## src/alc_regs.vh

```
// register map, field positions, reset values and level constants for the level control block
`ifndef ALC_REGS_VH
`define ALC_REGS_VH

// register byte offsets
`define ALC_OFS_CTRL 8'h00
`define ALC_OFS_CFG 8'h04
`define ALC_OFS_CEIL 8'h08
`define ALC_OFS_LGAIN 8'h0C
`define ALC_OFS_RGAIN 8'h10
`define ALC_OFS_STAT 8'h14

// control register bits
`define ALC_CTRL_EN 0
`define ALC_CTRL_ZCD 1
`define ALC_CTRL_ADCL 2
`define ALC_CTRL_ADCR 3
`define ALC_CTRL_DAC 4

// configuration register fields
`define ALC_CFG_THR 1:0
`define ALC_CFG_ATT 3:2
`define ALC_CFG_ZTM 5:4
`define ALC_CFG_WTM 8:6
`define ALC_CFG_RGN 10:9
`define ALC_CFG_FST 12:11

// status register fields
`define ALC_ST_GL 7:0
`define ALC_ST_GR 15:8
`define ALC_ST_ACT 16
`define ALC_ST_REC 17
`define ALC_ST_LIM 18
`define ALC_ST_IMP 19

// reset values
`define ALC_RST_CTRL 5'h00
`define ALC_RST_CFG 13'h0000
`define ALC_RST_GAIN 8'hE1

// gain code limits: 00 is mute, F1 is +36 dB
`define ALC_GAIN_MIN 8'h00
`define ALC_GAIN_MAX 8'hF1

// timing bases, counted in sample periods
`define ALC_ZTM_BASE 11'h080
`define ALC_WTM_BASE 15'h0080

// sample magnitudes on a 16-bit full scale
`define ALC_LVL_2P5 17'h05FFD
`define ALC_LVL_4P1 17'h04FD5
`define ALC_LVL_6P0 17'h04027
`define ALC_LVL_8P5 17'h0301A
`define ALC_LVL_12P0 17'h02027

// fast recovery divider shifts
`define ALC_FST_X4 4'h2
`define ALC_FST_X8 4'h3
`define ALC_FST_X16 4'h4
`define ALC_FST_NONE 4'h0

`endif

```

## src/alc_level_control.v

```verilog
// automatic level control of the shared input volume gain, with apb register access
//
// Overview of operation
// - level control runs only while enable set
// - dac only: playback path; adc powered: recording
// - either channel over limit: attenuate, gains equal
// - zero cross on: apply at own crossing/timeout
// - zero cross off: change each sample, one step
// - attenuate until level falls; repeat when exceeded
// - threshold field picks detect and reset levels
// - attenuation field picks 1, 2, 4, 8 steps
// - timeout field picks 128 to 1024 samples
// - recover only after quiet full waiting period
// - wait field picks 128 to 16384 samples
// - recovery raises both gains, zero cross timed
// - recovery field picks 1 to 4 steps
// - step per wait, or per timeout if longer
// - early crossings still wait whole period
// - recovery never exceeds the ceiling code
// - reset wait timer inside reset band
// - impulse noise recovers 4, 8, 16 times faster
// - gain codes in 0.375 dB, F1 max, 00 mute
// - manual gain writes ignored while active
// - start from left gain within bounded time
//
// Local design decisions: register access over APB and the placing of the registers.
`timescale 1ns/1ps
`include "alc_regs.vh"

module alc_level_control (
   input wire pclk,
   input wire presetn,
   input wire ce,
   input wire psel,
   input wire penable,
   input wire pwrite,
   input wire [7:0] paddr,
   input wire [31:0] pwdata,
   output reg [31:0] prdata,
   output reg pready,
   output reg pslverr,
   input wire sample_valid,
   input wire [15:0] sample_left,
   input wire [15:0] sample_right,
   output reg [7:0] left_input_gain_code,
   output reg [7:0] right_input_gain_code,
   output reg path_recording,
   output reg level_control_active
);

   // software registers
   reg [4:0] ctrl_ff;
   reg [12:0] cfg_ff;
   reg [7:0] recovery_ceiling_code_ff;
   reg [7:0] man_left_ff;
   reg [7:0] man_right_ff;

   // level control state
   reg [7:0] tgt_left_ff;
   reg [7:0] tgt_right_ff;
   reg pend_left_ff;
   reg pend_right_ff;
   reg [10:0] tmo_cnt_ff;
   reg [14:0] wait_cnt_ff;
   reg sign_left_ff;
   reg sign_right_ff;
   reg en_prev_ff;
   reg limiting_ff;
   reg over_prev_ff;
   reg over_run_ff;
   reg impulse_ff;

   // control fields
   wire level_control_enable = ctrl_ff[`ALC_CTRL_EN];
   wire zero_cross_disable = ctrl_ff[`ALC_CTRL_ZCD];
   wire adc_left_power = ctrl_ff[`ALC_CTRL_ADCL];
   wire adc_right_power = ctrl_ff[`ALC_CTRL_ADCR];
   wire dac_power = ctrl_ff[`ALC_CTRL_DAC];
   wire [1:0] limit_threshold_select = cfg_ff[`ALC_CFG_THR];
   wire [1:0] attenuation_step_select = cfg_ff[`ALC_CFG_ATT];
   wire [1:0] zero_cross_timeout_select = cfg_ff[`ALC_CFG_ZTM];
   wire [2:0] recovery_wait_select = cfg_ff[`ALC_CFG_WTM];
   wire [1:0] recovery_step_select = cfg_ff[`ALC_CFG_RGN];
   wire [1:0] fast_recovery_speed = cfg_ff[`ALC_CFG_FST];

   // adc power wins over dac for the path choice
   wire nxt_recording = adc_left_power | adc_right_power;
   wire nxt_active = level_control_enable & (nxt_recording | dac_power);
   wire start = nxt_active & ~en_prev_ff;

   // sample magnitudes, 17 bits so that the most negative code does not overflow
   wire [16:0] mag_left = sample_left[15] ? (17'h00000 - {sample_left[15], sample_left})
                                          : {1'b0, sample_left};
   wire [16:0] mag_right = sample_right[15] ? (17'h00000 - {sample_right[15], sample_right})
                                            : {1'b0, sample_right};

   // detection level and the bottom of the reset band follow the threshold field
   reg [16:0] det_level;
   reg [16:0] rst_level;
   always @* begin
      case (limit_threshold_select)
         2'b00: begin
            det_level = `ALC_LVL_2P5;
            rst_level = `ALC_LVL_4P1;
         end
         2'b01: begin
            det_level = `ALC_LVL_4P1;
            rst_level = `ALC_LVL_6P0;
         end
         2'b10: begin
            det_level = `ALC_LVL_6P0;
            rst_level = `ALC_LVL_8P5;
         end
         default: begin
            det_level = `ALC_LVL_8P5;
            rst_level = `ALC_LVL_12P0;
         end
      endcase
   end

   // one detector per channel: limiter trigger, reset band and zero crossing
   wire over_left;
   wire over_right;
   wire band_left;
   wire band_right;
   wire zc_left;
   wire zc_right;
   alc_chan_det u_det_left (
      .mag(mag_left),
      .sample(sample_left),
      .sign_prev(sign_left_ff),
      .det_level(det_level),
      .rst_level(rst_level),
      .over(over_left),
      .above_rst(band_left),
      .zc(zc_left)
   );
   alc_chan_det u_det_right (
      .mag(mag_right),
      .sample(sample_right),
      .sign_prev(sign_right_ff),
      .det_level(det_level),
      .rst_level(rst_level),
      .over(over_right),
      .above_rst(band_right),
      .zc(zc_right)
   );

   // either channel over the detection level trips the limiter for both
   wire over = over_left | over_right;
   // over samples restart the wait on their own, so the band excludes them
   wire in_band = ~over & (band_left | band_right);

   // attenuation in gain steps; zero cross off forces a single step
   wire [7:0] att_steps = zero_cross_disable ? 8'h01 : (8'h01 << attenuation_step_select);
   wire [7:0] rec_steps = {6'h00, recovery_step_select} + 8'h01;

   // timeout and waiting lengths in sample periods
   wire [10:0] tmo_len = `ALC_ZTM_BASE << zero_cross_timeout_select;
   reg [3:0] fast_shift;
   always @* begin
      if (!impulse_ff) begin
         fast_shift = `ALC_FST_NONE;
      end else begin
         case (fast_recovery_speed)
            2'b00: fast_shift = `ALC_FST_X4;
            2'b01: fast_shift = `ALC_FST_X8;
            2'b10: fast_shift = `ALC_FST_X16;
            default: fast_shift = `ALC_FST_NONE; // invalid code runs at normal speed
         endcase
      end
   end
   wire [14:0] wait_len = (`ALC_WTM_BASE << recovery_wait_select) >> fast_shift;
   wire tmo_hit = (tmo_cnt_ff >= tmo_len - 11'h001);

   // common gain after one limiter or recovery step, clamped at both ends
   wire [7:0] gain_now = left_input_gain_code;
   wire [7:0] nxt_att = (gain_now > att_steps) ? (gain_now - att_steps) : `ALC_GAIN_MIN;
   wire [8:0] rec_sum = {1'b0, gain_now} + {1'b0, rec_steps};
   wire [7:0] ceil_eff = (recovery_ceiling_code_ff > `ALC_GAIN_MAX) ? `ALC_GAIN_MAX
                                                                    : recovery_ceiling_code_ff;
   wire [7:0] nxt_rec = (rec_sum > {1'b0, ceil_eff}) ? ceil_eff : rec_sum[7:0];
   wire pending = pend_left_ff | pend_right_ff;

   // apb decode; the answer is prepared in the setup cycle so pready comes from a flop
   wire setup = psel & ~penable & ~pready;
   wire wr_en = psel & penable & pready & pwrite & ~pslverr;
   reg [31:0] rd_val;
   reg rd_err;
   always @* begin
      rd_val = 32'h00000000;
      rd_err = 1'b0;
      case (paddr)
         `ALC_OFS_CTRL: rd_val = {27'h0000000, ctrl_ff};
         `ALC_OFS_CFG: rd_val = {19'h00000, cfg_ff};
         `ALC_OFS_CEIL: rd_val = {24'h000000, recovery_ceiling_code_ff};
         `ALC_OFS_LGAIN: rd_val = {24'h000000, man_left_ff};
         `ALC_OFS_RGAIN: rd_val = {24'h000000, man_right_ff};
         `ALC_OFS_STAT: begin
            rd_val[`ALC_ST_GL] = left_input_gain_code;
            rd_val[`ALC_ST_GR] = right_input_gain_code;
            rd_val[`ALC_ST_ACT] = level_control_active;
            rd_val[`ALC_ST_REC] = path_recording;
            rd_val[`ALC_ST_LIM] = limiting_ff;
            rd_val[`ALC_ST_IMP] = impulse_ff;
         end
         default: rd_err = 1'b1;
      endcase
   end

   // bus slave and register writes
   always @(posedge pclk or negedge presetn) begin
      if (!presetn) begin
         prdata <= 32'h00000000;
         pready <= 1'b0;
         pslverr <= 1'b0;
         ctrl_ff <= `ALC_RST_CTRL;
         cfg_ff <= `ALC_RST_CFG;
         recovery_ceiling_code_ff <= `ALC_RST_GAIN;
         man_left_ff <= `ALC_RST_GAIN;
         man_right_ff <= `ALC_RST_GAIN;
      end else if (ce) begin
         pready <= setup;
         if (setup) begin
            prdata <= pwrite ? 32'h00000000 : rd_val;
            pslverr <= rd_err | (pwrite & (paddr == `ALC_OFS_STAT));
         end else begin
            // the error flag stands only beside ready, never into the next transfer
            pslverr <= 1'b0;
         end
         if (wr_en) begin
            case (paddr)
               `ALC_OFS_CTRL: ctrl_ff <= pwdata[4:0];
               `ALC_OFS_CFG: cfg_ff <= pwdata[12:0];
               `ALC_OFS_CEIL: recovery_ceiling_code_ff <= pwdata[7:0];
               `ALC_OFS_LGAIN: begin
                  if (!level_control_active) begin
                     man_left_ff <= pwdata[7:0];
                  end
               end
               `ALC_OFS_RGAIN: begin
                  if (!level_control_active) begin
                     man_right_ff <= pwdata[7:0];
                  end
               end
               default: ;
            endcase
         end
      end
   end

   // level control sequencer, one decision per sample period
   always @(posedge pclk or negedge presetn) begin
      if (!presetn) begin
         left_input_gain_code <= `ALC_RST_GAIN;
         right_input_gain_code <= `ALC_RST_GAIN;
         tgt_left_ff <= `ALC_RST_GAIN;
         tgt_right_ff <= `ALC_RST_GAIN;
         pend_left_ff <= 1'b0;
         pend_right_ff <= 1'b0;
         tmo_cnt_ff <= 11'h000;
         wait_cnt_ff <= 15'h0000;
         sign_left_ff <= 1'b0;
         sign_right_ff <= 1'b0;
         en_prev_ff <= 1'b0;
         limiting_ff <= 1'b0;
         over_prev_ff <= 1'b0;
         over_run_ff <= 1'b0;
         impulse_ff <= 1'b0;
         path_recording <= 1'b0;
         level_control_active <= 1'b0;
      end else if (ce) begin
         path_recording <= nxt_recording;
         level_control_active <= nxt_active;
         if (sample_valid) begin
            en_prev_ff <= nxt_active;
            sign_left_ff <= sample_left[15];
            sign_right_ff <= sample_right[15];
            over_prev_ff <= over;
            // pending changes land per channel at its own crossing or on timeout
            if (pending) begin
               tmo_cnt_ff <= tmo_cnt_ff + 11'h001;
            end
            if (pend_left_ff & (zc_left | tmo_hit)) begin
               left_input_gain_code <= tgt_left_ff;
               pend_left_ff <= 1'b0;
            end
            if (pend_right_ff & (zc_right | tmo_hit)) begin
               right_input_gain_code <= tgt_right_ff;
               pend_right_ff <= 1'b0;
            end
            if (start) begin
               // left gain becomes the common start value
               tgt_left_ff <= man_left_ff;
               tgt_right_ff <= man_left_ff;
               pend_left_ff <= 1'b1;
               pend_right_ff <= 1'b1;
               tmo_cnt_ff <= 11'h000;
               wait_cnt_ff <= 15'h0000;
               impulse_ff <= 1'b0;
               limiting_ff <= 1'b0;
            end else if (nxt_active) begin
               if (over) begin
                  wait_cnt_ff <= 15'h0000;
                  limiting_ff <= 1'b1;
                  impulse_ff <= 1'b0;
                  over_run_ff <= over_prev_ff;
                  if (zero_cross_disable) begin
                     // immediate one-step cut every sample, both channels equal
                     left_input_gain_code <= nxt_att;
                     right_input_gain_code <= nxt_att;
                     tgt_left_ff <= nxt_att;
                     tgt_right_ff <= nxt_att;
                     pend_left_ff <= 1'b0;
                     pend_right_ff <= 1'b0;
                  end else if (!pending) begin
                     // a new cut only after the previous one has landed on both sides
                     tgt_left_ff <= nxt_att;
                     tgt_right_ff <= nxt_att;
                     pend_left_ff <= 1'b1;
                     pend_right_ff <= 1'b1;
                     tmo_cnt_ff <= 11'h000;
                  end
               end else begin
                  limiting_ff <= 1'b0;
                  // a single-sample excursion counts as impulse noise
                  if (over_prev_ff & ~over_run_ff) begin
                     impulse_ff <= 1'b1;
                  end
                  if (gain_now >= ceil_eff) begin
                     impulse_ff <= 1'b0;
                  end
                  if (in_band) begin
                     wait_cnt_ff <= 15'h0000;
                  end else if (wait_cnt_ff >= wait_len - 15'h0001) begin
                     // a step still pending holds off the next one, so a long timeout paces it
                     if (!pending) begin
                        wait_cnt_ff <= 15'h0000;
                        if (gain_now < ceil_eff) begin
                           tgt_left_ff <= nxt_rec;
                           tgt_right_ff <= nxt_rec;
                           pend_left_ff <= 1'b1;
                           pend_right_ff <= 1'b1;
                           tmo_cnt_ff <= 11'h000;
                        end
                     end
                  end else begin
                     wait_cnt_ff <= wait_cnt_ff + 15'h0001;
                  end
               end
            end else begin
               // manual mode: follow the written codes at crossings or timeout
               limiting_ff <= 1'b0;
               impulse_ff <= 1'b0;
               wait_cnt_ff <= 15'h0000;
               if (tgt_left_ff != man_left_ff || tgt_right_ff != man_right_ff) begin
                  tgt_left_ff <= man_left_ff;
                  tgt_right_ff <= man_right_ff;
                  pend_left_ff <= 1'b1;
                  pend_right_ff <= 1'b1;
                  tmo_cnt_ff <= 11'h000;
               end
            end
         end
      end
   end

endmodule // alc_level_control

// per-channel level compare and zero-crossing detect, shared by both channels
module alc_chan_det (
   input wire [16:0] mag,
   input wire [15:0] sample,
   input wire sign_prev,
   input wire [16:0] det_level,
   input wire [16:0] rst_level,
   output wire over,
   output wire above_rst,
   output wire zc
);

   // compares are inclusive, so a sample exactly at a level counts as reaching it
   assign over = (mag >= det_level);
   assign above_rst = (mag >= rst_level);

   // a crossing is a sign flip against the previous sample, or an exact zero
   assign zc = (sample[15] != sign_prev) | (sample == 16'h0000);

endmodule // alc_chan_det

```

## config.mk

```make
export PLATFORM = sky130hd
export DESIGN_NAME = alc_level_control
export DESIGN_NICKNAME = d
export VERILOG_FILES = /design/src/alc_level_control.v
export VERILOG_INCLUDE_DIRS = /design/src
export SDC_FILE = /design/constraint.sdc
export NUM_CORES = 1
export LEC_CHECK = 0
export ABC_AREA = 1
export BUFFER_PORTS_ARGS = -buffer_cell sky130_fd_sc_hd__clkbuf_2
export CELL_PAD_IN_SITES_DETAIL_PLACEMENT = 1
export CELL_PAD_IN_SITES_GLOBAL_PLACEMENT = 2
export CORE_MARGIN = 5
export CORE_UTILIZATION = 30
export DETAILED_ROUTE_END_ITERATION = 10
export HOLD_SLACK_MARGIN = 0.06
export PLACE_DENSITY = 0.74
export SYNTH_ARGS = -nofsm -noshare
export SYNTH_HDL_FRONTEND = slang
export SYNTH_HIERARCHICAL = 1
export SYNTH_SLANG_ARGS = --single-unit
```

## constraint.sdc

```tcl
create_clock -name pclk -period 3.7 [get_ports pclk]
set_clock_uncertainty 0.15 [all_clocks]
set_input_delay 0.555 -clock pclk [delete_from_list [all_inputs] [get_ports pclk]]
set_output_delay 0.555 -clock pclk [all_outputs]
set_load 0.02 [all_outputs]
```

== Word-level counts from Yosys, hierarchy flattened ==
Index checks and enable logic that the tools add are counted.

* Add/sub/neg operators: 9
* $mul: 0
* Divide/modulo/power cells: 0
* Order comparisons: 11
* Eq/ne operators: 20
* Shift-type cells: 4
* Multiplexer cells: 84
* Bitwise gates (word level): 31
* Reductions and logical operators: 19

{| class="wikitable"
|+ Operators by type and width
! operator !! count
|-
| $mux 8 || 27
|-
| $mux 11 || 11
|-
| $pmux 20 s6 || 1
|-
| $mux 15 || 6
|-
| $pmux 15 s3 || 2
|-
| $ge 17x15->1 || 4
|-
| $mux 17 || 2
|-
| $sub 1x16->17 const A || 2
|-
| $logic_not 16->1 || 2
|-
| $mux 1 || 32
|-
| $mux 20 || 1
|-
| $eq 8x4->1 const B || 2
|-
| $eq 8x5->1 const B || 2
|-
| $ne 8x8->1 || 2
|-
| $add 15x1->15 const B || 1
|-
| $ge 15x15->1 || 1
|-
| $reduce_and 3->1 || 5
|-
| $shl 8x3->15 const A || 1
|-
| $shr 15x4->15 || 1
|-
| $sub 15x1->15 const B || 1
|-
| $and 1x1->1 || 13
|-
| $ne 4x4->1 const B || 3
|-
| $add 11x1->11 const B || 1
|-
| $ge 11x11->1 || 1
|-
| 31 further kinds || 54
|}

* Register bits after elaboration: 145
* Bits in latches: 0
* Bits in writable memories: 0
* Memory bits (read-only): 0
* Input port bits: 79
* Output and inout port bits: 52
* Word-level logic and storage cells: 203
* Memories: 0

== Depth between registers and ports, before layout ==
* Word-level depth: 13
* Gate-level depth with buffers: 28
* Mapped depth without buffers: 27

== By module ==
The synthesis kept the hierarchy.

{| class="wikitable"
|+ Modules (own cells, without submodules)
! module !! instances !! cells an instance !! area each (µm²) !! sequential area each (µm²)
|-
| alc_level_control || 1 || 1397 || 9745.6 || 3363.2
|-
| alc_chan_det || 2 || 179 || 1046.0 || 0.0
|}

== Worst setup path before layout ==
OpenSTA, ideal clock, no wires.

* Path kind: input port to flip-flop
* Start: in sample_left[1]
* End: reg wait_cnt_ff[9]
* Setup time: 114 ps
* Arrival time: 3563 ps
* Data required time: 3436 ps
* Path slack: -127 ps
* Stages on the path: 24
* Path buffers: 1
* Cell sequence: nor3_1 -> nand2_1 -> nor3_1 -> nand4_1 -> nand2b_1 -> nor4_1 -> ha_1 -> nand2_1 -> nor2_2 -> nand2_1 -> nand3_1 -> nor2_1 -> nand3_2 -> nor2_1 -> inv_1 -> nor3_2 -> nand3_1 -> nand2_1 -> inv_1 -> buf_2 -> nand2_1 -> nand2_1 -> nand3b_1 -> inv_1

* Cells in the longest elaborated chain, start to end: 10
* Elaborated cells on any way between the ends: 14
* Those cells by class: add/sub (1); order compare (2); eq/ne (1); mux (5); bitwise (4); reduce/logical (1)

{| class="wikitable"
|+ Ends and longest elaborated chain
! what !! line !! text
|-
| from (decl) || alc_level_control.v:43 || <nowiki>input wire [15:0] sample_left,</nowiki>
|-
| $sub 1x16->17 * || alc_level_control.v:92 || <nowiki>wire [16:0] mag_left = sample_left[15] ? (17'h00000 - {sample_left[15], sample_left})</nowiki>
|-
| $mux 17 * || alc_level_control.v:92 ||
|-
| named net mag_left[15] || alc_level_control.v:92 ||
|-
| $ge 17x15->1 * || alc_level_control.v:383 || <nowiki>assign over = (mag >= det_level);</nowiki>
|-
| named net over_left || alc_level_control.v:122 || <nowiki>wire over_left;</nowiki>
|-
| $or 1x1->1 * || alc_level_control.v:150 || <nowiki>wire over = over_left | over_right;</nowiki>
|-
| $not 1->1 || alc_level_control.v:152 || <nowiki>wire in_band = ~over & (band_left | band_right);</nowiki>
|-
| $and 1x1->1 || alc_level_control.v:152 ||
|-
| $mux 15 || alc_level_control.v:333 || <nowiki>if (in_band) begin</nowiki>
|-
| $mux 15 || alc_level_control.v:303 || <nowiki>if (over) begin</nowiki>
|-
| $mux 15 || alc_level_control.v:302 || <nowiki>end else if (nxt_active) begin</nowiki>
|-
| $mux 15 || alc_level_control.v:292 || <nowiki>if (start) begin</nowiki>
|-
| to (signal assigned) || alc_level_control.v:348 || <nowiki>wait_cnt_ff <= wait_cnt_ff + 15'h0001;</nowiki>
|-
| to (decl) || alc_level_control.v:64 || <nowiki>reg [14:0] wait_cnt_ff;</nowiki>
|}

The timed path passes the listed nets; every way through them passes the cells marked *.
A chain may end at the register's enable or synchronous reset.

== Worst setup path after layout ==
* Start: reg impulse_ff
* End: reg tgt_right_ff[2]

* Cells in the longest elaborated chain, start to end: 6

{| class="wikitable"
|+ Ends and longest elaborated chain
! what !! line !! text
|-
| from (decl) || alc_level_control.v:71 || <nowiki>reg impulse_ff;</nowiki>
|-
| from (signal assigned) || alc_level_control.v:269 || <nowiki>impulse_ff <= 1'b0;</nowiki>
|-
| from (signal assigned) || alc_level_control.v:300 || <nowiki>impulse_ff <= 1'b0;</nowiki>
|-
| from (signal assigned) || alc_level_control.v:306 || <nowiki>impulse_ff <= 1'b0;</nowiki>
|-
| $mux 3 || alc_level_control.v:162 || <nowiki>if (!impulse_ff) begin</nowiki>
|-
| $shr 15x4->15 || alc_level_control.v:173 || <nowiki>wire [14:0] wait_len = (`ALC_WTM_BASE << recovery_wait_select) >> fast_shift;</nowiki>
|-
| $sub 15x1->15 || alc_level_control.v:335 || <nowiki>end else if (wait_cnt_ff >= wait_len - 15'h0001) begin</nowiki>
|-
| $ge 15x15->1 || alc_level_control.v:335 ||
|-
| $ne 4x1->1 (no line) || -- ||
|-
| $reduce_and 8->1 (no line) || -- ||
|-
| to (signal assigned) || alc_level_control.v:319 || <nowiki>tgt_right_ff <= nxt_att;</nowiki>
|-
| to (signal assigned) || alc_level_control.v:341 || <nowiki>tgt_right_ff <= nxt_rec;</nowiki>
|-
| to (signal assigned) || alc_level_control.v:358 || <nowiki>tgt_right_ff <= man_right_ff;</nowiki>
|-
| to (decl) || alc_level_control.v:60 || <nowiki>reg [7:0] tgt_right_ff;</nowiki>
|}

Every way passes these cells.

==> metrics.md <==
| Metric | Value |
|---|---|
| Register area | `3367 um^2` |
| Syn_area_per_cell | `6.745 um^2` |
| CTS H-Tree Depth | `4` |
| DRC viols | `0` |
| Max FO, Critical Path | `7` |
| Initial drt markers | `507` |
| Layout cells sized above 1 | `0.2702` |
| Clock root cell | `clkbuf_16` |
| Synthesized flop and latch total | `133` |
| Via count | `12640` |
| First-pass GRT wire length | `71.34 mm` |
| Port Buffer Count | `99` |
| Area of the multi-input gates | `8024 um^2` |
| Cts bufs inserted | `17` |
| Worst Slack Setup Final | `99.93 ps` |
| FMAX | `0.2778 GHz` |
| CP startpoint kind | `flip-flop` |
| Number of enable flip-flop cells after synthesis | `0` |
| PwrDens | `317.1 nW/um^2` |
| Rel. slew slack | `0.5216` |
| Ys async rst share | `1.000` |
| Synth-to-Final Area Change | `34.76%` |
| TritonCTS clock tree | `yes` |
| IO Pins | `131` |
| Die area | `43530 um^2` |
| DP HPWL | `36.33 mm` |
| Final period util | `0.9730` |
| GR Util All Layers | `0.2041` |
| Top cell type's share of synthesized area | `0.2220` |
| Status | `completed` |
| Leak pwr | `8.375 nW` |
| Max Transition Viols Final | `0` |
| Register area share after synthesis | `0.2841` |
| Antenna Diode Count | `0` |
| Most common cell after layout, fill and taps aside | `nand2_1` |
| Commonest non-fill, non-tap cells in the layout | `nand2_1, inv_1, buf_4` |
| Final setup violating endpoints | `0` |
| Synth warn | `6` |
| Placer Congestion | `0.8985` |
| Placed instance area | `14200 um^2` |
| WL final | `45.90 mm` |
| Min Tclk post-route | `3600 ps` |
| Vias/cell | `4.895` |
| Synthesized instance count | `1755` |
| Rows | `72` |
| Die Span X | `208.6 um` |
| Hold violation count in the final report | `0` |
| Clk_lat worst skew | `450 ps` |
| Worst path required time | `3890 ps` |
| Crit path arrival time | `3790 ps` |
| Clk sinks | `133` |
| TritonRoute pass-1 iters | `5` |
| Worst slack, placed | `-668.4 ps` |
| GRT overflow | `0` |
| Worst-case clock buffer depth | `2` |
| Initial antenna violation count | `1` |
| Cell Area, Synth | `11840 um^2` |
| Crit end category | `flip-flop` |
| Drt wl/cell | `17.77 um` |
| Synth area leader | `dfrtp_1` |
| WS Path Type | `flip-flop to flip-flop` |
| Main flop type after synthesis | `dfrtp_1` |
| Post-route cell area | `15950 um^2` |
| Worst Hold Class | `input port to flip-flop` |
| Die Y | `208.6 um` |
| Core Region | `38830 um^2` |
| Top cells by area, synth | `dfrtp_1, nand2_1, ha_1` |
| Power Total | `5.059 mW` |
| Post-route ant nets | `0` |
| RSZ-0062 raised after global routing | `true` |
| MaxCap Viol Count | `0` |
| Clock Pin Slew Worst Setup and Hold Paths | `70 ps` |
| Yosys cell types | `47` |
| Worst-margin pin slew | `712.1 ps` |
| Filler Cells Inserted | `4895` |
| Peak VDD IR | `294.3 uV` |
| Largest net degree at the start of global routing | `64` |
| Starting Density | `0.3049` |
| NumNets Final | `2253` |
| Vias in the first global route | `13160` |
## per-stage QoR
step,setup TNS (ps),hold WS (ps),util,instances
6_report,0,220.1,0.4109,2583
5_1_grt,-3659,216.7,0.4109,2583
3_5_place_dp,-30020,329.3,0.3658,2525
4_1_cts,-9.178,203.8,0.3862,2563
2_1_floorplan,0,109.4,-,1780
3_3_place_gp,-20140,321.6,0.3658,2525
## cell type report
| type | count | area share |
|---|---|---|
| clock buffer | 18 | 0.02753 |
| clock inverter | 14 | 0.009882 |
| inverter | 313 | 0.07498 |
| multi-input combinational | 1290 | 0.5030 |
| sequential | 133 | 0.2111 |
| tap | 518 | 0.04063 |
| timing repair buffer | 296 | 0.1325 |
| timing repair inverter | 1 | 0.0004706 |
## synth_stat cells (3+ instances only)
cell type / number
a22o_1: 5
o21ai_0: 106
o31ai_1: 7
nor4_1: 10
nor2_2: 3
o221ai_1: 3
buf_4: 15
inv_1: 305
a21o_1: 5
clkbuf_1: 21
nand3b_1: 14
ha_1: 120
or2_2: 5
o211ai_1: 3
nor2_1: 172
nand3_2: 7
dfstp_2: 28
dfrtp_1: 105
a21oi_1: 90
o22ai_1: 26
nor2_4: 4
a31oi_1: 6
buf_2: 7
xnor2_1: 14
nand4_1: 30
clkinv_1: 4
xor2_1: 43
inv_2: 4
nand2_2: 8
nor3_1: 31
nand3_1: 121
o21ai_1: 3
nand2_1: 413
## where the power goes
group	switching, mW	internal, mW
registers	0.118	1.56
clock network	0.811	0.980
logic	0.988	0.604
## flip-flops by register name (all words and copies together), names as in the netlist, 5 cells and up
signal and cells:
tmo_cnt_ff 11, wait_cnt_ff 15, tgt_left_ff 8, left_input_gain_code 8
prdata 20, man_left_ff 8, tgt_right_ff 8, man_right_ff 8
ctrl_ff 5, right_input_gain_code 8, recovery_ceiling_code_ff 8, cfg_ff 13
## cells by family (layout without fill, tap and decap cells)
| kind of cell | after synthesis | after routing | synth area share |
|---|---|---|---|
| compound gates | 261 | 261 | 0.1214 |
| xor+xnor | 57 | 57 | 0.04217 |
| fa+ha+maj | 122 | 122 | 0.1302 |
| buf+inv | 357 | 642 | 0.1187 |
| flops | 133 | 133 | 0.2841 |
| other cells | 2 | 27 | 0.0006344 |
| simple gates | 823 | 823 | 0.3027 |
## what timing repair did
item                                    4_1_cts  5_1_grt
hold buffers                                  1        0
endpoints found under the hold margin        42        0
gates cloned                                  1        1
setup buffers                                 5       19
resized for setup                            41      209
pin swaps                                    12       84
endpoints found under the setup margin       56       60
## layer usage
metal  GRT usage  part of all wire  routed length, um
met1      0.2721              0.46              21170
met2      0.3478              0.48              22180
met4     0.05536             0.025               1154
met5           0           0.00028                 13
met3     0.02909             0.030               1377
## final timing paths
path	from	endpoint	slack [ps]	depth (start not counted)
worst max-delay path	impulse_ff$_DFFE_PN0P_	tgt_right_ff[2]$_DFFE_PN0P_	100	25
worst min-delay path	pwdata[11]	cfg_ff[11]$_DFFE_PN0P_	220	3
worst max register to register	impulse_ff$_DFFE_PN0P_	tgt_right_ff[2]$_DFFE_PN0P_	100	25
worst min register to register	recovery_ceiling_code_ff[1]$_DFFE_PN0P_	recovery_ceiling_code_ff[1]$_DFFE_PN0P_	340	2
max in group asynchronous	presetn	tgt_right_ff[5]$_DFFE_PN1P_	2110	3
min in group asynchronous	presetn	right_input_gain_code[3]$_DFFE_PN0P_	480	2
## critical path, cell delays in order (launching register included)
cell	delay [ps]
dfrtp_2	440
inv_2	70
nor2_4	140
nand2_4	100
nand2_2	60
o211ai_1	120
nand2_1	100
nand2_1	60
nand2_2	90
nand2_4	70
nor3_4	200
buf_6	140
xor2_2	70
ha_1	300
buf_4	120
nand4_1	130
nor2_4	170
nand2_2	80
nand3_2	100
buf_6	120
nand2_4	60
nand2_4	70
nand3_4	150
buf_12	210
nor2_4	110
a21oi_2	50
Power figures use the tool's default switching activity.
